**src/dds_pkg.sv**
```systemverilog
// Constants shared by the serial word decoder and its helpers
// Summary of operation
// - Phase register chosen by pin or bit
// - Select pins sampled by the master clock
// - Top bits 01/10 address the frequency registers
// - Full width: two writes, low then high
// - Half mode: half-pick bit picks half written
// - Top bits 00 write the control word
// - Top bits 11 load a phase register
// - Reset clears accumulation, keeps registers
// - Output valid seven cycles after reset release
// - Reset from bit or pin by source
// - Reset pin rise immediate, release sampled
// - Sleep pin or bits power down parts
// - Clock off freezes accumulator and output
// - Writes and selection still work while off
// - Clock back on resumes with pipeline latency
// - Sleep pin rise immediate, release sampled
// - Square output gated by its enable bit
// - Source bit routes comparator to square
// - Frequency register chosen by pin or bit
// - Square output undriven when disabled
// - Divide bit picks raw or halved bit
package dds_pkg;
  // Register byte addresses
  localparam logic [7:0] ADDR_CTRL = 8'h00;
  localparam logic [7:0] ADDR_WORD = 8'h04;
  localparam logic [7:0] ADDR_TUNING_WORD_ZERO = 8'h08;
  localparam logic [7:0] ADDR_TUNING_WORD_ONE = 8'h0c;
  localparam logic [7:0] ADDR_PHASE = 8'h10;
  localparam logic [7:0] ADDR_STAT = 8'h14;
  // Control word bit positions
  localparam int CB_FULL = 13;
  localparam int CB_HALF = 12;
  localparam int CB_FPICK = 11;
  localparam int CB_PPICK = 10;
  localparam int CB_SRC = 9;
  localparam int CB_RST = 8;
  localparam int CB_CLKOFF = 7;
  localparam int CB_CONVOFF = 6;
  localparam int CB_SQEN = 5;
  localparam int CB_SQSRC = 4;
  localparam int CB_SQDIV = 3;
  localparam int CB_MODE = 1;
  // Word fields and targets
  localparam int WORD_W = 16;
  localparam int HALF_W = 14;
  localparam int FREQ_W = 28;
  localparam int PH_W = 12;
  localparam int WB_PHSEL = 13;
  localparam logic [1:0] TGT_CTRL = 2'h0;
  localparam logic [1:0] TGT_F0 = 2'h1;
  localparam logic [1:0] TGT_F1 = 2'h2;
  localparam logic [1:0] TGT_PH = 2'h3;
  // Reset values and timing
  localparam logic [13:0] CTRL_RST = 14'h0000;
  localparam int RST_LAT = 7;
endpackage

```
**src/dds_sync2.sv**
```systemverilog
// Two-stage synchroniser for pins entering the master clock domain
`timescale 1ns/1ps
module dds_sync2 #(
  parameter int W = 1
) (
  input wire logic pclk,
  input wire logic presetn,
  input wire logic [W-1:0] d,
  output logic [W-1:0] q
);
  // Both stages in one state word
  typedef struct packed {
    logic [W-1:0] meta;
    logic [W-1:0] stab;
  } sync_t;
  sync_t s_r;
  sync_t s_nxt;
  // First stage feeds only the second
  always_comb begin
    s_nxt.meta = d;
    s_nxt.stab = s_r.meta;
  end
  // Register both stages
  always_ff @(posedge pclk or negedge presetn) begin
    if (!presetn) begin
      s_r <= '0;
    end else begin
      s_r <= s_nxt;
    end
  end
  assign q = s_r.stab;
endmodule

```
**src/dds_word_shift.sv**
```systemverilog
// Serial word assembler: 16 bits per low frame, taken on link clock fall
`timescale 1ns/1ps
module dds_word_shift (
  input wire logic pclk,
  input wire logic presetn,
  input wire logic sclk_s,
  input wire logic frame_sync_s,
  input wire logic serial_in_s,
  output logic [15:0] word,
  output logic word_stb
);
  // Shifter state
  typedef struct packed {
    logic sclk_d;
    logic [3:0] cnt;
    logic [15:0] sh;
    logic stb;
  } shift_t;
  shift_t s_r;
  shift_t s_nxt;
  // framing by the low frame line
  always_comb begin
    s_nxt = s_r;
    s_nxt.sclk_d = sclk_s;
    s_nxt.stb = 1'b0;
    if (frame_sync_s) begin
      // Idle frame restarts the bit count
      s_nxt.cnt = 4'h0;
    end else if (s_r.sclk_d && !sclk_s) begin
      // Falling link clock takes one bit, first bit is the top one
      s_nxt.sh = {s_r.sh[14:0], serial_in_s};
      s_nxt.cnt = s_r.cnt + 4'h1;
      s_nxt.stb = (s_r.cnt == 4'hf);
    end
  end
  // Register the shifter
  always_ff @(posedge pclk or negedge presetn) begin
    if (!presetn) begin
      s_r <= '0;
    end else begin
      s_r <= s_nxt;
    end
  end
  assign word = s_r.sh;
  assign word_stb = s_r.stb;
endmodule

```
**src/dds_word_ctrl.sv**
```systemverilog
// Word decoder, register bank, select/reset/sleep control and square mux
`timescale 1ns/1ps
module dds_word_ctrl (
  input wire logic pclk,
  input wire logic presetn,
  input wire logic [7:0] paddr,
  input wire logic psel,
  input wire logic penable,
  input wire logic pwrite,
  input wire logic [31:0] pwdata,
  output logic [31:0] prdata,
  output logic pready,
  output logic pslverr,
  input wire logic serial_clk,
  input wire logic frame_sync,
  input wire logic serial_in,
  input wire logic freq_pick_pin,
  input wire logic phase_pick_pin,
  input wire logic reset_pin,
  input wire logic sleep_pin,
  input wire logic comp_in,
  output logic square_out,
  output logic square_oe,
  output logic converter_off,
  output logic [11:0] phase_word,
  output logic wave_valid
);
  // Whole state of the block
  typedef struct packed {
    logic [13:0] ctrl;
    logic [27:0] f0;
    logic [27:0] f1;
    logic [11:0] ph0;
    logic [11:0] ph1;
    logic [13:0] stage;
    logic pend;
    logic pend_sel;
    logic [27:0] acc;
    logic [11:0] phase_out;
    logic msb_d;
    logic div;
    logic sq;
    logic sq_oe;
    logic dac_pd;
    logic [2:0] lat;
    logic valid;
    logic rst_hold;
    logic slp_hold;
    logic rdy;
    logic err;
    logic [31:0] rdata;
  } state_t;
  state_t s_r;
  state_t s_nxt;

  // Target field of a word
  function automatic logic [1:0] word_target(input logic [15:0] w);
    return w[15:14];
  endfunction

  // Synchronised pins
  logic sclk_s;
  logic frame_sync_s;
  logic serial_in_s;
  logic fpin_s;
  logic ppin_s;
  logic rpin_s;
  logic spin_s;
  logic comp_s;
  // Serial word from the link
  logic [15:0] ser_word;
  logic ser_stb;
  // Word chosen for decode this cycle
  logic [15:0] w;
  logic w_stb;
  // Effective controls
  logic pin_mode;
  logic rst_eff;
  logic clk_off;
  logic fpick;
  logic ppick;
  logic [27:0] f_sel;
  logic [11:0] p_sel;
  // Bus access phase and word write request
  logic acc_ph;
  logic apb_word;

  // every pin passes two flops first
  dds_sync2 #(.W(8)) u_sync (
    .pclk(pclk),
    .presetn(presetn),
    .d({serial_clk, frame_sync, serial_in, freq_pick_pin, phase_pick_pin,
        reset_pin, sleep_pin, comp_in}),
    .q({sclk_s, frame_sync_s, serial_in_s, fpin_s, ppin_s, rpin_s, spin_s, comp_s})
  );

  // Word assembly from the serial link
  dds_word_shift u_shift (
    .pclk(pclk),
    .presetn(presetn),
    .sclk_s(sclk_s),
    .frame_sync_s(frame_sync_s),
    .serial_in_s(serial_in_s),
    .word(ser_word),
    .word_stb(ser_stb)
  );

  // Source selection and effective reset and sleep
  always_comb begin
    pin_mode = s_r.ctrl[dds_pkg::CB_SRC];
    // pin rise acts at once, release waits one more edge
    rst_eff = pin_mode ? (rpin_s || s_r.rst_hold) : s_r.ctrl[dds_pkg::CB_RST];
    // only software may stop the core clock
    clk_off = !pin_mode && s_r.ctrl[dds_pkg::CB_CLKOFF];
    fpick = pin_mode ? fpin_s : s_r.ctrl[dds_pkg::CB_FPICK];
    ppick = pin_mode ? ppin_s : s_r.ctrl[dds_pkg::CB_PPICK];
    f_sel = fpick ? s_r.f1 : s_r.f0;
    p_sel = ppick ? s_r.ph1 : s_r.ph0;
  end

  // Serial word wins; a bus word waits a cycle when both arrive
  always_comb begin
    acc_ph = psel && penable && !s_r.rdy;
    apb_word = acc_ph && pwrite && (paddr == dds_pkg::ADDR_WORD) && !ser_stb;
    w_stb = ser_stb || apb_word;
    w = ser_stb ? ser_word : pwdata[15:0];
  end

  // Next state
  always_comb begin
    s_nxt = s_r;
    // sampled copies hold reset and sleep for one release edge
    s_nxt.rst_hold = rpin_s;
    s_nxt.slp_hold = spin_s;
    // words decode whatever the sleep state
    if (w_stb) begin
      unique case (word_target(w))
        dds_pkg::TGT_CTRL: begin
          s_nxt.ctrl = w[13:0];
          s_nxt.pend = 1'b0;
        end
        dds_pkg::TGT_F0, dds_pkg::TGT_F1: begin
          if (s_r.ctrl[dds_pkg::CB_FULL]) begin
            // second write to the same address completes the word
            if (s_r.pend && (s_r.pend_sel == w[15])) begin
              if (w[15]) begin
                s_nxt.f1 = {w[13:0], s_r.stage};
              end else begin
                s_nxt.f0 = {w[13:0], s_r.stage};
              end
              s_nxt.pend = 1'b0;
            end else begin
              s_nxt.stage = w[13:0];
              s_nxt.pend = 1'b1;
              s_nxt.pend_sel = w[15];
            end
          end else begin
            // independent halves picked by the half bit
            s_nxt.pend = 1'b0;
            if (w[15] && s_r.ctrl[dds_pkg::CB_HALF]) begin
              s_nxt.f1[27:14] = w[13:0];
            end else if (w[15]) begin
              s_nxt.f1[13:0] = w[13:0];
            end else if (s_r.ctrl[dds_pkg::CB_HALF]) begin
              s_nxt.f0[27:14] = w[13:0];
            end else begin
              s_nxt.f0[13:0] = w[13:0];
            end
          end
        end
        dds_pkg::TGT_PH: begin
          s_nxt.pend = 1'b0;
          if (w[dds_pkg::WB_PHSEL]) begin
            s_nxt.ph1 = w[11:0];
          end else begin
            s_nxt.ph0 = w[11:0];
          end
        end
      endcase
    end
    // Core accumulation
    if (rst_eff) begin
      s_nxt.acc = '0;
      s_nxt.phase_out = '0;
      s_nxt.div = 1'b0;
      s_nxt.msb_d = 1'b0;
      s_nxt.lat = '0;
      s_nxt.valid = 1'b0;
    end else if (!clk_off) begin
      // advance only while the clock runs
      // resumes on clear, new values pass the pipeline
      s_nxt.acc = s_r.acc + f_sel;
      s_nxt.phase_out = s_r.acc[27:16] + p_sel;
      s_nxt.msb_d = s_r.phase_out[11];
      if (s_r.phase_out[11] && !s_r.msb_d) begin
        s_nxt.div = !s_r.div;
      end
      if (s_r.lat != 3'(dds_pkg::RST_LAT)) begin
        s_nxt.lat = s_r.lat + 3'h1;
      end
      s_nxt.valid = (s_nxt.lat == 3'(dds_pkg::RST_LAT));
    end
    // pin mode sleeps only the converter
    // sleep pin rise immediate, release one edge later
    s_nxt.dac_pd = pin_mode ? (spin_s || s_r.slp_hold)
                            : s_r.ctrl[dds_pkg::CB_CONVOFF];
    // square output driven only when enabled
    // enable low leaves the pin undriven
    s_nxt.sq_oe = s_r.ctrl[dds_pkg::CB_SQEN];
    if (s_r.ctrl[dds_pkg::CB_SQSRC]) begin
      s_nxt.sq = comp_s;
    end else if (s_r.ctrl[dds_pkg::CB_SQDIV]) begin
      s_nxt.sq = s_r.phase_out[11];
    end else begin
      s_nxt.sq = s_r.div;
    end
    // Bus slave: one wait state, answer registered
    s_nxt.rdy = acc_ph && (!apb_word || !ser_stb) && !(pwrite && ser_stb &&
                paddr == dds_pkg::ADDR_WORD);
    s_nxt.err = 1'b0;
    s_nxt.rdata = '0;
    if (s_nxt.rdy) begin
      unique case (paddr)
        dds_pkg::ADDR_CTRL: s_nxt.rdata = {18'h0, s_r.ctrl};
        dds_pkg::ADDR_WORD: s_nxt.rdata = '0;
        dds_pkg::ADDR_TUNING_WORD_ZERO: s_nxt.rdata = {4'h0, s_r.f0};
        dds_pkg::ADDR_TUNING_WORD_ONE: s_nxt.rdata = {4'h0, s_r.f1};
        dds_pkg::ADDR_PHASE: s_nxt.rdata = {4'h0, s_r.ph1, 4'h0, s_r.ph0};
        dds_pkg::ADDR_STAT: begin
          s_nxt.rdata = {24'h0, s_r.valid, s_r.pend, clk_off, s_r.dac_pd,
                         rst_eff, ppick, fpick, pin_mode};
        end
        default: s_nxt.err = 1'b1;
      endcase
    end
  end

  // Register the state; registers reset only with the bus reset
  always_ff @(posedge pclk or negedge presetn) begin
    if (!presetn) begin
      s_r <= '0;
      s_r.ctrl <= dds_pkg::CTRL_RST;
    end else begin
      s_r <= s_nxt;
    end
  end

  assign prdata = s_r.rdata;
  assign pready = s_r.rdy;
  assign pslverr = s_r.err;
  assign square_out = s_r.sq;
  assign square_oe = s_r.sq_oe;
  assign converter_off = s_r.dac_pd;
  assign phase_word = s_r.phase_out;
  assign wave_valid = s_r.valid;
endmodule

```
**config.mk**
```make
export PLATFORM = sky130hd
export DESIGN_NAME = dds_word_ctrl
export DESIGN_NICKNAME = d
export VERILOG_FILES = /design/src/dds_pkg.sv /design/src/dds_sync2.sv /design/src/dds_word_shift.sv /design/src/dds_word_ctrl.sv
export SDC_FILE = /design/constraint.sdc
export NUM_CORES = 1
export LEC_CHECK = 0
export ABC_AREA = 1
export ABC_CLOCK_PERIOD_IN_PS = 8400
export BUFFER_PORTS_ARGS = -buffer_cell sky130_fd_sc_hd__buf_2
export CAP_MARGIN = 20
export CORE_ASPECT_RATIO = 1.4
export CORE_MARGIN = 3
export CORE_UTILIZATION = 64
export CTS_BUF_LIST = sky130_fd_sc_hd__clkbuf_4 sky130_fd_sc_hd__clkbuf_8
export DETAILED_ROUTE_END_ITERATION = 8
export PLACE_DENSITY = 0.86
export SLEW_MARGIN = 15
export SYNTH_ARGS = -nofsm -noshare
export SYNTH_HDL_FRONTEND = slang
export SYNTH_SLANG_ARGS = --single-unit
```
**constraint.sdc**
```tcl
create_clock -name pclk -period 8.4 [get_ports pclk]
set_input_delay 2.52 -clock pclk [delete_from_list [all_inputs] [get_ports pclk]]
set_output_delay 2.52 -clock pclk [all_outputs]
set_load 0.005 [all_outputs]
```
==> After elaboration in Yosys (flattened, before gate mapping) <==
Cells that the tools add are included.
{ "word_totals": {"reg_bits": 233, "in_bits": 53, "out_inout_bits": 50} }
{ "op_classes": {"eq_ne": 17, "muxes": 37, "n_bitwise": 4, "addsub": 4, "n_reduce_logical": 45} }
{ "ops": {"columns": ["cell", "count"], "rows": [
  ["$mux 28", 5],
  ["$pmux 28 s5", 1],
  ["$mux 56", 2],
  ["$mux 42", 2],
  ["$mux 14", 5],
  ["$mux 33", 1],
  ["$add 28x28->28", 1],
  ["$mux 21", 1],
  ["$eq 8x4->1 const B", 2],
  ["$eq 8x5->1 const B", 2],
  ["$mux 16", 1],
  ["$logic_and 1x1->1", 14],
  ["$add 12x12->12", 1],
  ["$mux 12", 1],
  ["$mux 4", 3],
  ["$reduce_and 6->1", 2],
  ["$mux 1", 11],
  ["$reduce_and 5->1", 2],
  ["$mux 3", 3],
  ["$eq 8x3->1 const B", 1],
  ["$logic_not 1->1", 8],
  ["$logic_not 8->1", 1],
  ["$reduce_bool 2->1", 4],
  ["$ne 2x1->1 const B", 3],
  ["other kinds (18)", 30]
]} }

==> Longest topological paths before layout <==
Gate-level depths: netlist (run 1).
{ "depth": {"word_depth": 10, "ltp_mapped": 20, "mapped_depth_nobuf": 18} }

==> Modules after synthesis <==
From an unflattened synthesis (run 1), not the netlist that was laid out.
{ "hier_totals": {"cells_unflattened": 1698, "hier_area_um2": 12878.6} }
{ "by_module_without_submodules": {"columns": ["module", "cells_per_inst", "area_each_um2", "instances"], "rows": [
  ["dds_word_ctrl", 1568, 11453.5, 1],
  ["dds_word_shift", 114, 1024.7, 1],
  ["dds_sync2", 16, 400.4, 1]
]} }

==> Worst setup path after synthesis (run 1) <==
Ideal clock, no wire load.
{ "synth_path": {"path_type": "input to register", "from": "input port pwdata[15]", "to": "register s_r[91] (netlist name)", "required_time_ns": 8.250, "arrival_ns": 3.691, "cell_stages": 8, "setup_slack_ns": 4.559, "path_cell_list": "nand2_1 -> nand2_2 -> inv_4 -> ha_1 -> nand2_2 -> nor2_2 -> buf_2 -> a21oi_1"} }
{ "synth_via": {"elab_chain_len": 5, "elab_cells_between_ends": 8, "classes_between": "eq/ne (3); mux (1); bitwise (1); reduce/logical (3)"} }
{ "synth_rtl": {"columns": ["item", "line_no", "source"], "rows": [
  ["from (decl)", "dds_word_ctrl.sv:10", "input wire logic [31:0] pwdata,"],
  ["$mux 16 (*)", "dds_word_ctrl.sv:126", "w = ser_stb ? ser_word : pwdata[15:0];"],
  ["via w[15]", "dds_word_ctrl.sv:74", "logic [15:0] w;"],
  ["parallel branches: the longest is 3 deep, another holds $eq 2x1->1", null, null],
  ["$reduce_and 4->1 (no source line) (*)", null, null],
  ["to (signal assigned)", "dds_word_ctrl.sv:244", "s_r <= s_nxt;"],
  ["to (decl)", "dds_word_ctrl.sv:53", "state_t s_r;"]
]} }
Mark *: on every way through the listed nets, which the timed path passes.
A chain may end at the register's enable or synchronous reset.

==> impl_metrics.py, run 1 <==
metrics = {
    "synthesis": {
        "synth_area_leaders": "dfrtp_1, nand2_1, o21ai_0",
        "ys_ff_latch": 229,
        "yosys-top-cells-count": "nand2_1, dfrtp_1, inv_1",
        "synth_top_area_cell": "dfrtp_1",
        "synthAdderAreaFrac": 0.0476,
        "yosys_warnings": 0,
        "netlist_instances": 1676,
        "synth_flop_cell": "dfrtp_1",
        "yosys.area.top_type_share": 0.452,
        "synth-seq-area-share": 0.452,
        "synth_top_family_by_area": "simple AND/OR/NAND/NOR gates",
        "async_flop_share": 1.00,
        "synth_compound_area_frac": 0.144,
        "synth-edff-count": 0,
        "synth_mux_area_frac": 0.000789,
        "ys_types": 46,
        "synth_simple_gate_area_share": 0.241,
        "syn-mean-instance-area_um2": 7.56,
        "synthXorXnorAreaFrac": 0.00414,
        "synth.cell_area_mm2": 0.0127,
        "yosysMostFrequentCell": "nand2_1",
    },
    "setup_path": {
        "endpoint_kind": "register",
        "r2r-start": "pin_mode",
        "cp_slowest_cell": "nand2_2",
        "critPathLaunch": "paddr[5]",
        "reg2reg_depth": 16,
        "start_kind": "primary input",
        "cp.required_ns": 8.81,
        "crit_cells": 8,
        "arrival_ns": 4.45,
        "worst-path-buf-inv": 1,
        "critical_path_class": "in -> reg",
        "path_cells": "buf_2 -> nor2_1 -> nand2_1 -> nor2_1 -> nand2_1 -> nand4_1 -> nand2_2 -> a31oi_1",
        "path_delay_family": "simple AND/OR/NAND/NOR gates",
        "path_max_fanout": 28,
        "max_stage_delay_ns": 0.43,
    },
    "clock_tree": {
        "hold_buffers": 0,
        "cts_num_sinks": 229,
        "cts_inserted_buffers": 37,
        "ctsLongestPathBuffers": 3,
        "path_clk_slew_ns": 0.06,
        "worstSkewPairLatency_ns": 0.53,
        "cts_setup_buffers": 0,
        "htree_levels": 2,
        "cts-root-buf": "clkbuf_8",
        "cts-resized-gates": 0,
        "cts_tree": "yes",
    },
    "sta": {
        "layout_min_cycle_time_ns": 4.04,
        "relSlewSlack": 0.269,
        "finalHoldViolations": 0,
        "clock-skew-final_ns": 0.0213,
        "slew_viol_final": 0,
        "rsz0062_at_grt": "no",
        "setup_viol": 0,
        "period_share": 0.481,
        "fmaxAchievable_ghz": 0.248,
        "tns_ns": 0,
        "worst_pin_slew_ns": 1.09,
    },
    "detailed_routing": {
        "drc": 0,
        "vias_per_cell": 5.60,
        "detail_route.iter0.violations": 1016,
        "wirelength_mm": 33.7,
        "ant_nets": 0,
        "wl_per_cell_um": 16.9,
        "firstDrtPassIters": 6,
        "vias": 11208,
    },
    "floorplanning": {
        "num_rows": 60,
        "ioPinCount": 103,
        "fp.dieH_um": 173,
        "die-area_mm2": 0.0216,
        "coreArea_mm2": 0.0194,
        "start_util": 0.655,
        "die_w_um": 125,
    },
    "finish": {
        "drive_above_1_share": 0.118,
        "antenna_cells": 0,
        "syn_to_final_growth_pct": 9.26,
        "finalNetCount": 1826,
    },
    "placed_design": {
        "gp_congestion": 0.955,
        "dp_hpwl_mm": 23.9,
        "numPortBuffers": 82,
    },
    "hold_path": {
        "hold_class": "reg -> reg",
        "hp-start": "u_sync.s_nxt[4]",
        "min_path_cells": 0,
    },
    "power": {
        "p_leak_uw": 0.00708,
        "power_uw": 3180,
        "ir_drop_v": 0.000209,
        "p_per_area_mw_per_mm2": 230,
    },
    "global_route": {
        "antenna_found_initial": 0,
        "grt_max_degree": 141,
        "grt_use_total": 0.311,
        "grt_pass1_wl_mm": 54.2,
        "gr-total-overflow": 0,
        "grt_pass1_vias": 11010,
    },
    "status": {
        "status": "finished, final reports clean",
    },
    "job": {
        "cap_violations": 0,
    },
}
[power breakdown]
group	leakage (µW)	switching [µW]	internal (µW)
clock	0.000433	444	619
sequential	0.00287	79.5	1220
combinational	0.00378	534	290
[worst paths after layout]
kind	endpoint	slack (ns)
max	prdata[18]	4.36
min	u_sync.q[4]	0.34
max reg2reg	s_r[78]	4.82
min reg2reg	u_sync.q[4]	0.34
max in group asynchronous	s_r[102]	5.11
min in group asynchronous	s_r[60]	1.92
[state kept, by name, summed over array words and instances (netlist names), 5 cells and up]
register / count
u_shift.s_r: 5
u_sync.s_nxt: 8
s_r: 143
u_sync.q: 8
phase_word: 12
u_shift.word: 16
prdata: 28
[cell usage in the layout, fill, tap and decap left out, types with 3 or more instances in the layout]
cell | netlist | layout
dfrtp_1 | 229 | 229
ha_1 | 45 | 45
xnor2_1 | 3 | 3
nand2_1 | 567 | 567
buf_4 | 50 | 17
and2_1 | 3 | 3
nor2_1 | 93 | 92
nor3_1 | 4 | 4
clkbuf_8 | 0 | 49
inv_1 | 208 | 208
o21ai_1 | 36 | 37
o21ai_2 | 10 | 10
o21bai_1 | 3 | 3
clkinv_2 | 0 | 4
o22ai_1 | 19 | 19
conb_1 | 1 | 4
nor2_2 | 3 | 3
nand3_1 | 50 | 50
o21ai_0 | 173 | 172
nand3_4 | 4 | 4
nand2_4 | 3 | 3
clkbuf_4 | 0 | 8
nand2_2 | 5 | 5
xor2_1 | 3 | 3
a31oi_1 | 18 | 18
or2_2 | 5 | 5
nand4_1 | 6 | 6
buf_2 | 12 | 82
a22o_1 | 3 | 3
a21oi_1 | 67 | 67
[area by class of cell]
class,count,area [µm²]
clock buffers,57,734
flip-flops and latches,229,5730
fillers,1501,5520
multi-input cells,1144,5580
repair buffers,102,608
well taps,248,310
clock inverters,8,95.1
inverters,212,798
[worst register-to-register path, stage by stage, from the launching register on]
cell and delay [ns]:
dfrtp_1 0.51, inv_1 0.16, nand2_1 0.08, nand2_1 0.04, buf_4 0.22, inv_1 0.59, o21ai_0 0.35, ha_1 0.45
nand2_1 0.12, nor2_1 0.24, nand2_1 0.12, nor2_1 0.11, nand2_1 0.08, nand3_1 0.17, nand2_1 0.08, nand2_1 0.06
o21ai_0 0.08
[per-layer routing]
| metal | up-vias | GRT usage | share of wire |
|---|---|---|---|
| met5 | - | 0 | 0 |
| met4 | 0 | 0.171 | 0.065 |
| met3 | 128 | 0.0442 | 0.060 |
| met2 | 450 | 0.524 | 0.48 |
| met1 | 5247 | 0.386 | 0.40 |
| li1 | 5383 | - | - |
[through the flow]
| step | setup WS, ns | area [µm²] | instances | utilization | hold slack [ns] |
|---|---|---|---|---|---|
| 2_1_floorplan | 4.56 | 12700 | 1679 | - | 0.331 |
| 3_3_place_gp | 3.75 | 13000 | 1932 | 0.669 | 0.333 |
| 3_5_place_dp | 3.68 | 13000 | 1933 | 0.669 | 0.335 |
| 4_1_cts | 4.23 | 13800 | 1998 | 0.712 | 0.345 |
| 5_1_grt | 4.23 | 13900 | 2000 | 0.715 | 0.348 |
| 6_report | 4.36 | 13900 | 2000 | 0.715 | 0.340 |
[logic make-up after synthesis]
kind of cell / Yosys count
flip-flops: 229
multiplexers: 1
AND/OR/NAND/NOR: 748
adder cells (fa/ha/maj): 47
buffers and inverters: 306
XOR/XNOR: 6
other: 1
AO/OA/AOI/OAI: 338
(Power assumes the default switching activity.)
==> inputs of run 2 (changes only) <==
--- a/config.mk
+++ b/config.mk
@@ -5,16 +5,16 @@
 export SDC_FILE = /design/constraint.sdc
 export NUM_CORES = 1
 export LEC_CHECK = 0
-export ABC_AREA = 1
-export ABC_CLOCK_PERIOD_IN_PS = 8400
+export ABC_AREA = 0
+export ABC_CLOCK_PERIOD_IN_PS = 3830
 export BUFFER_PORTS_ARGS = -buffer_cell sky130_fd_sc_hd__buf_2
 export CAP_MARGIN = 20
 export CORE_ASPECT_RATIO = 1.4
 export CORE_MARGIN = 3
-export CORE_UTILIZATION = 64
+export CORE_UTILIZATION = 62
 export CTS_BUF_LIST = sky130_fd_sc_hd__clkbuf_4 sky130_fd_sc_hd__clkbuf_8
 export DETAILED_ROUTE_END_ITERATION = 8
-export PLACE_DENSITY = 0.86
+export PLACE_DENSITY = 0.84
 export SLEW_MARGIN = 15
 export SYNTH_ARGS = -nofsm -noshare
 export SYNTH_HDL_FRONTEND = slang
==> constraint.sdc (replaced) <==
create_clock -name pclk -period 3.83 [get_ports pclk]
set_input_delay 1.149 -clock pclk [delete_from_list [all_inputs] [get_ports pclk]]
set_output_delay 1.149 -clock pclk [all_outputs]
set_load 0.005 [all_outputs]
==> impl_metrics.py, run 2 <==
metrics = {
    "power": {
        "p_per_area_mw_per_mm2": 380,
        "ir_drop_v": 0.000395,
        "p_leak_uw": 0.00630,
        "power_uw": 4970,
    },
    "synthesis": {
        "synth_compound_area_frac": 0.151,
        "synth_area_leaders": "dfrtp_1, mux2_2, o21ai_0",
        "ys_ff_latch": 229,
        "synth.cell_area_mm2": 0.0118,
        "syn-mean-instance-area_um2": 10.5,
        "yosys-top-cells-count": "dfrtp_1, nand2_1, o21ai_0",
        "yosysMostFrequentCell": "dfrtp_1",
        "synth-seq-area-share": 0.486,
        "synthAdderAreaFrac": 0.0512,
        "ys_types": 62,
        "synth_top_family_by_area": "compound AO/OA/AOI/OAI gates",
        "yosys_warnings": 0,
        "synth_top_area_cell": "dfrtp_1",
        "synth-edff-count": 0,
        "synth_flop_cell": "dfrtp_1",
        "netlist_instances": 1123,
        "synth_mux_area_frac": 0.118,
        "synthXorXnorAreaFrac": 0.0312,
        "async_flop_share": 1.00,
        "synth_simple_gate_area_share": 0.105,
        "yosys.area.top_type_share": 0.486,
    },
    "detailed_routing": {
        "wl_per_cell_um": 20.3,
        "wirelength_mm": 29.7,
        "detail_route.iter0.violations": 914,
        "ant_nets": 0,
        "firstDrtPassIters": 6,
        "vias": 8987,
        "vias_per_cell": 6.14,
        "drc": 0,
    },
    "clock_tree": {
        "cts_setup_buffers": 0,
        "cts-root-buf": "clkbuf_8",
        "cts_tree": "yes",
        "ctsLongestPathBuffers": 3,
        "hold_buffers": 0,
        "htree_levels": 2,
        "cts-resized-gates": 0,
        "worstSkewPairLatency_ns": 0.54,
        "cts_num_sinks": 229,
        "path_clk_slew_ns": 0.06,
        "cts_inserted_buffers": 35,
    },
    "placed_design": {
        "dp_hpwl_mm": 21.1,
        "gp_congestion": 0.920,
        "placedCellCount": 1406,
        "numPortBuffers": 82,
        "pre_cts_ws_ns": 0.287,
        "placed_area_mm2": 0.0124,
    },
    "sta": {
        "fmaxAchievable_ghz": 0.282,
        "finalHoldViolations": 0,
        "period_share": 0.927,
        "clock-skew-final_ns": 0.0325,
        "layout_min_cycle_time_ns": 3.55,
        "relSlewSlack": 0.338,
        "setup_viol": 0,
        "tns_ns": 0,
        "worst_pin_slew_ns": 0.989,
        "slew_viol_final": 0,
        "rsz0062_at_grt": "no",
        "setup_slack_ns": 0.279,
    },
    "finish": {
        "fillCellCount": 1334,
        "antenna_cells": 0,
        "layout.cells.non_filler": 1463,
        "final_common_cell": "dfrtp_1",
        "top_register": "s_r",
        "final_area_mm2": 0.0131,
        "syn_to_final_growth_pct": 10.9,
        "largest_reg_flops": 143,
        "drive_above_1_share": 0.235,
        "finalNetCount": 1299,
        "layout_common_cells": "dfrtp_1, nand2_1, o21ai_0, buf_2, nor2_1",
    },
    "floorplanning": {
        "ioPinCount": 103,
        "start_util": 0.633,
        "num_rows": 59,
        "die_w_um": 122,
        "fp.dieH_um": 169,
        "coreArea_mm2": 0.0186,
        "die-area_mm2": 0.0207,
    },
    "global_route": {
        "grt_pass1_vias": 8990,
        "grt_max_degree": 96,
        "grt_use_total": 0.295,
        "antenna_found_initial": 0,
        "grt_pass1_wl_mm": 47.5,
        "gr-total-overflow": 0,
    },
    "job": {
        "cap_violations": 0,
    },
    "setup_path": {
        "start_kind": "register",
        "endpoint_kind": "register",
        "path_max_fanout": 7,
        "critical_path_class": "reg -> reg",
        "cp.required_ns": 4.24,
        "worst-r2r-setup-slack_ns": 0.28,
        "arrival_ns": 3.96,
    },
    "status": {
        "status": "finished, final reports clean",
    },
    "hold_path": {
        "hold_class": "reg -> reg",
    },
}
[run 2: cell types whose count changed in the layout (fill, tap and decap cells not counted), sizes merged, moves of 12 or more]
| cell | before | now |
|---|---|---|
| mux2i | 1 | 37 |
| buf | 102 | 130 |
| a21o | 2 | 14 |
| a222oi | 0 | 24 |
| nand2 | 575 | 141 |
| o21ai | 220 | 122 |
| nand3 | 54 | 10 |
| xor2 | 3 | 22 |
| inv | 211 | 28 |
| xnor2 | 3 | 20 |
| mux2 | 0 | 84 |
| nor2 | 99 | 73 |
| a31oi | 18 | 3 |
| o22ai | 19 | 2 |
[run 2: area by class of cell]
class | count | area [µm²] | share of cell area
clock inverter | 6 | 63.8 | 0.00488
clock buffer | 51 | 646 | 0.0494
timing repair buffer | 130 | 806 | 0.0617
inverter | 27 | 101 | 0.00775
multi-input combinational | 776 | 5420 | 0.414
tap | 244 | 305 | 0.0234
sequential | 229 | 5730 | 0.438
[run 2: critical path, cell delays in order (launching register included)]
cell and delay (ns):
dfrtp_1 0.49, mux2i_4 0.42, buf_4 0.21, mux2_2 0.36
ha_1 0.30, a21oi_1 0.24, inv_1 0.06, o311ai_0 0.63
nand2b_1 0.18, a21oi_1 0.29, xor2_1 0.17, o21ai_0 0.08
[run 2: metrics by stage]
step | utilization | hold slack [ns]
after CTS | 0.703 | 0.352
after floorplan | - | 0.331
after global routing | 0.703 | 0.357
after detailed placement | 0.664 | 0.338
after global placement | 0.664 | 0.336
final | 0.703 | 0.349
[run 2: worst paths after layout]
kind,end,startpoint,cells after the start
worst max-delay path,s_r[73],pin_mode,11
worst min-delay path,u_sync.q[6],u_sync.s_nxt[6],0
worst max register to register,s_r[73],pin_mode,11
worst min register to register,u_sync.q[6],u_sync.s_nxt[6],0
max in group asynchronous,s_r[171],presetn,2
min in group asynchronous,phase_word[9],presetn,1
[run 2: routing by layer]
metal,global-route usage,wire [µm],vias up
met1,0.360,10900,4359
met3,0.0475,1900,114
li1,-,-,4120
met2,0.484,14700,394
met5,0,0,-
met4,0.189,2180,0
[run 2: power breakdown]
group	total, µW	switching, µW	internal [µW]	leakage (µW)
Combinational	321	184	136	0.00280
Clock	2070	924	1150	0.000375
Sequential	2570	65.7	2510	0.00313
[run 2: logic make-up after synthesis]
family                     Yosys count
AOI/OAI and AO/OA                  287
and+or+nand+nor                    275
DFF                                229
muxes                              121
buffers and inverters              121
adders and majority gates           47
xor gates and xnor gates            42
other                                1
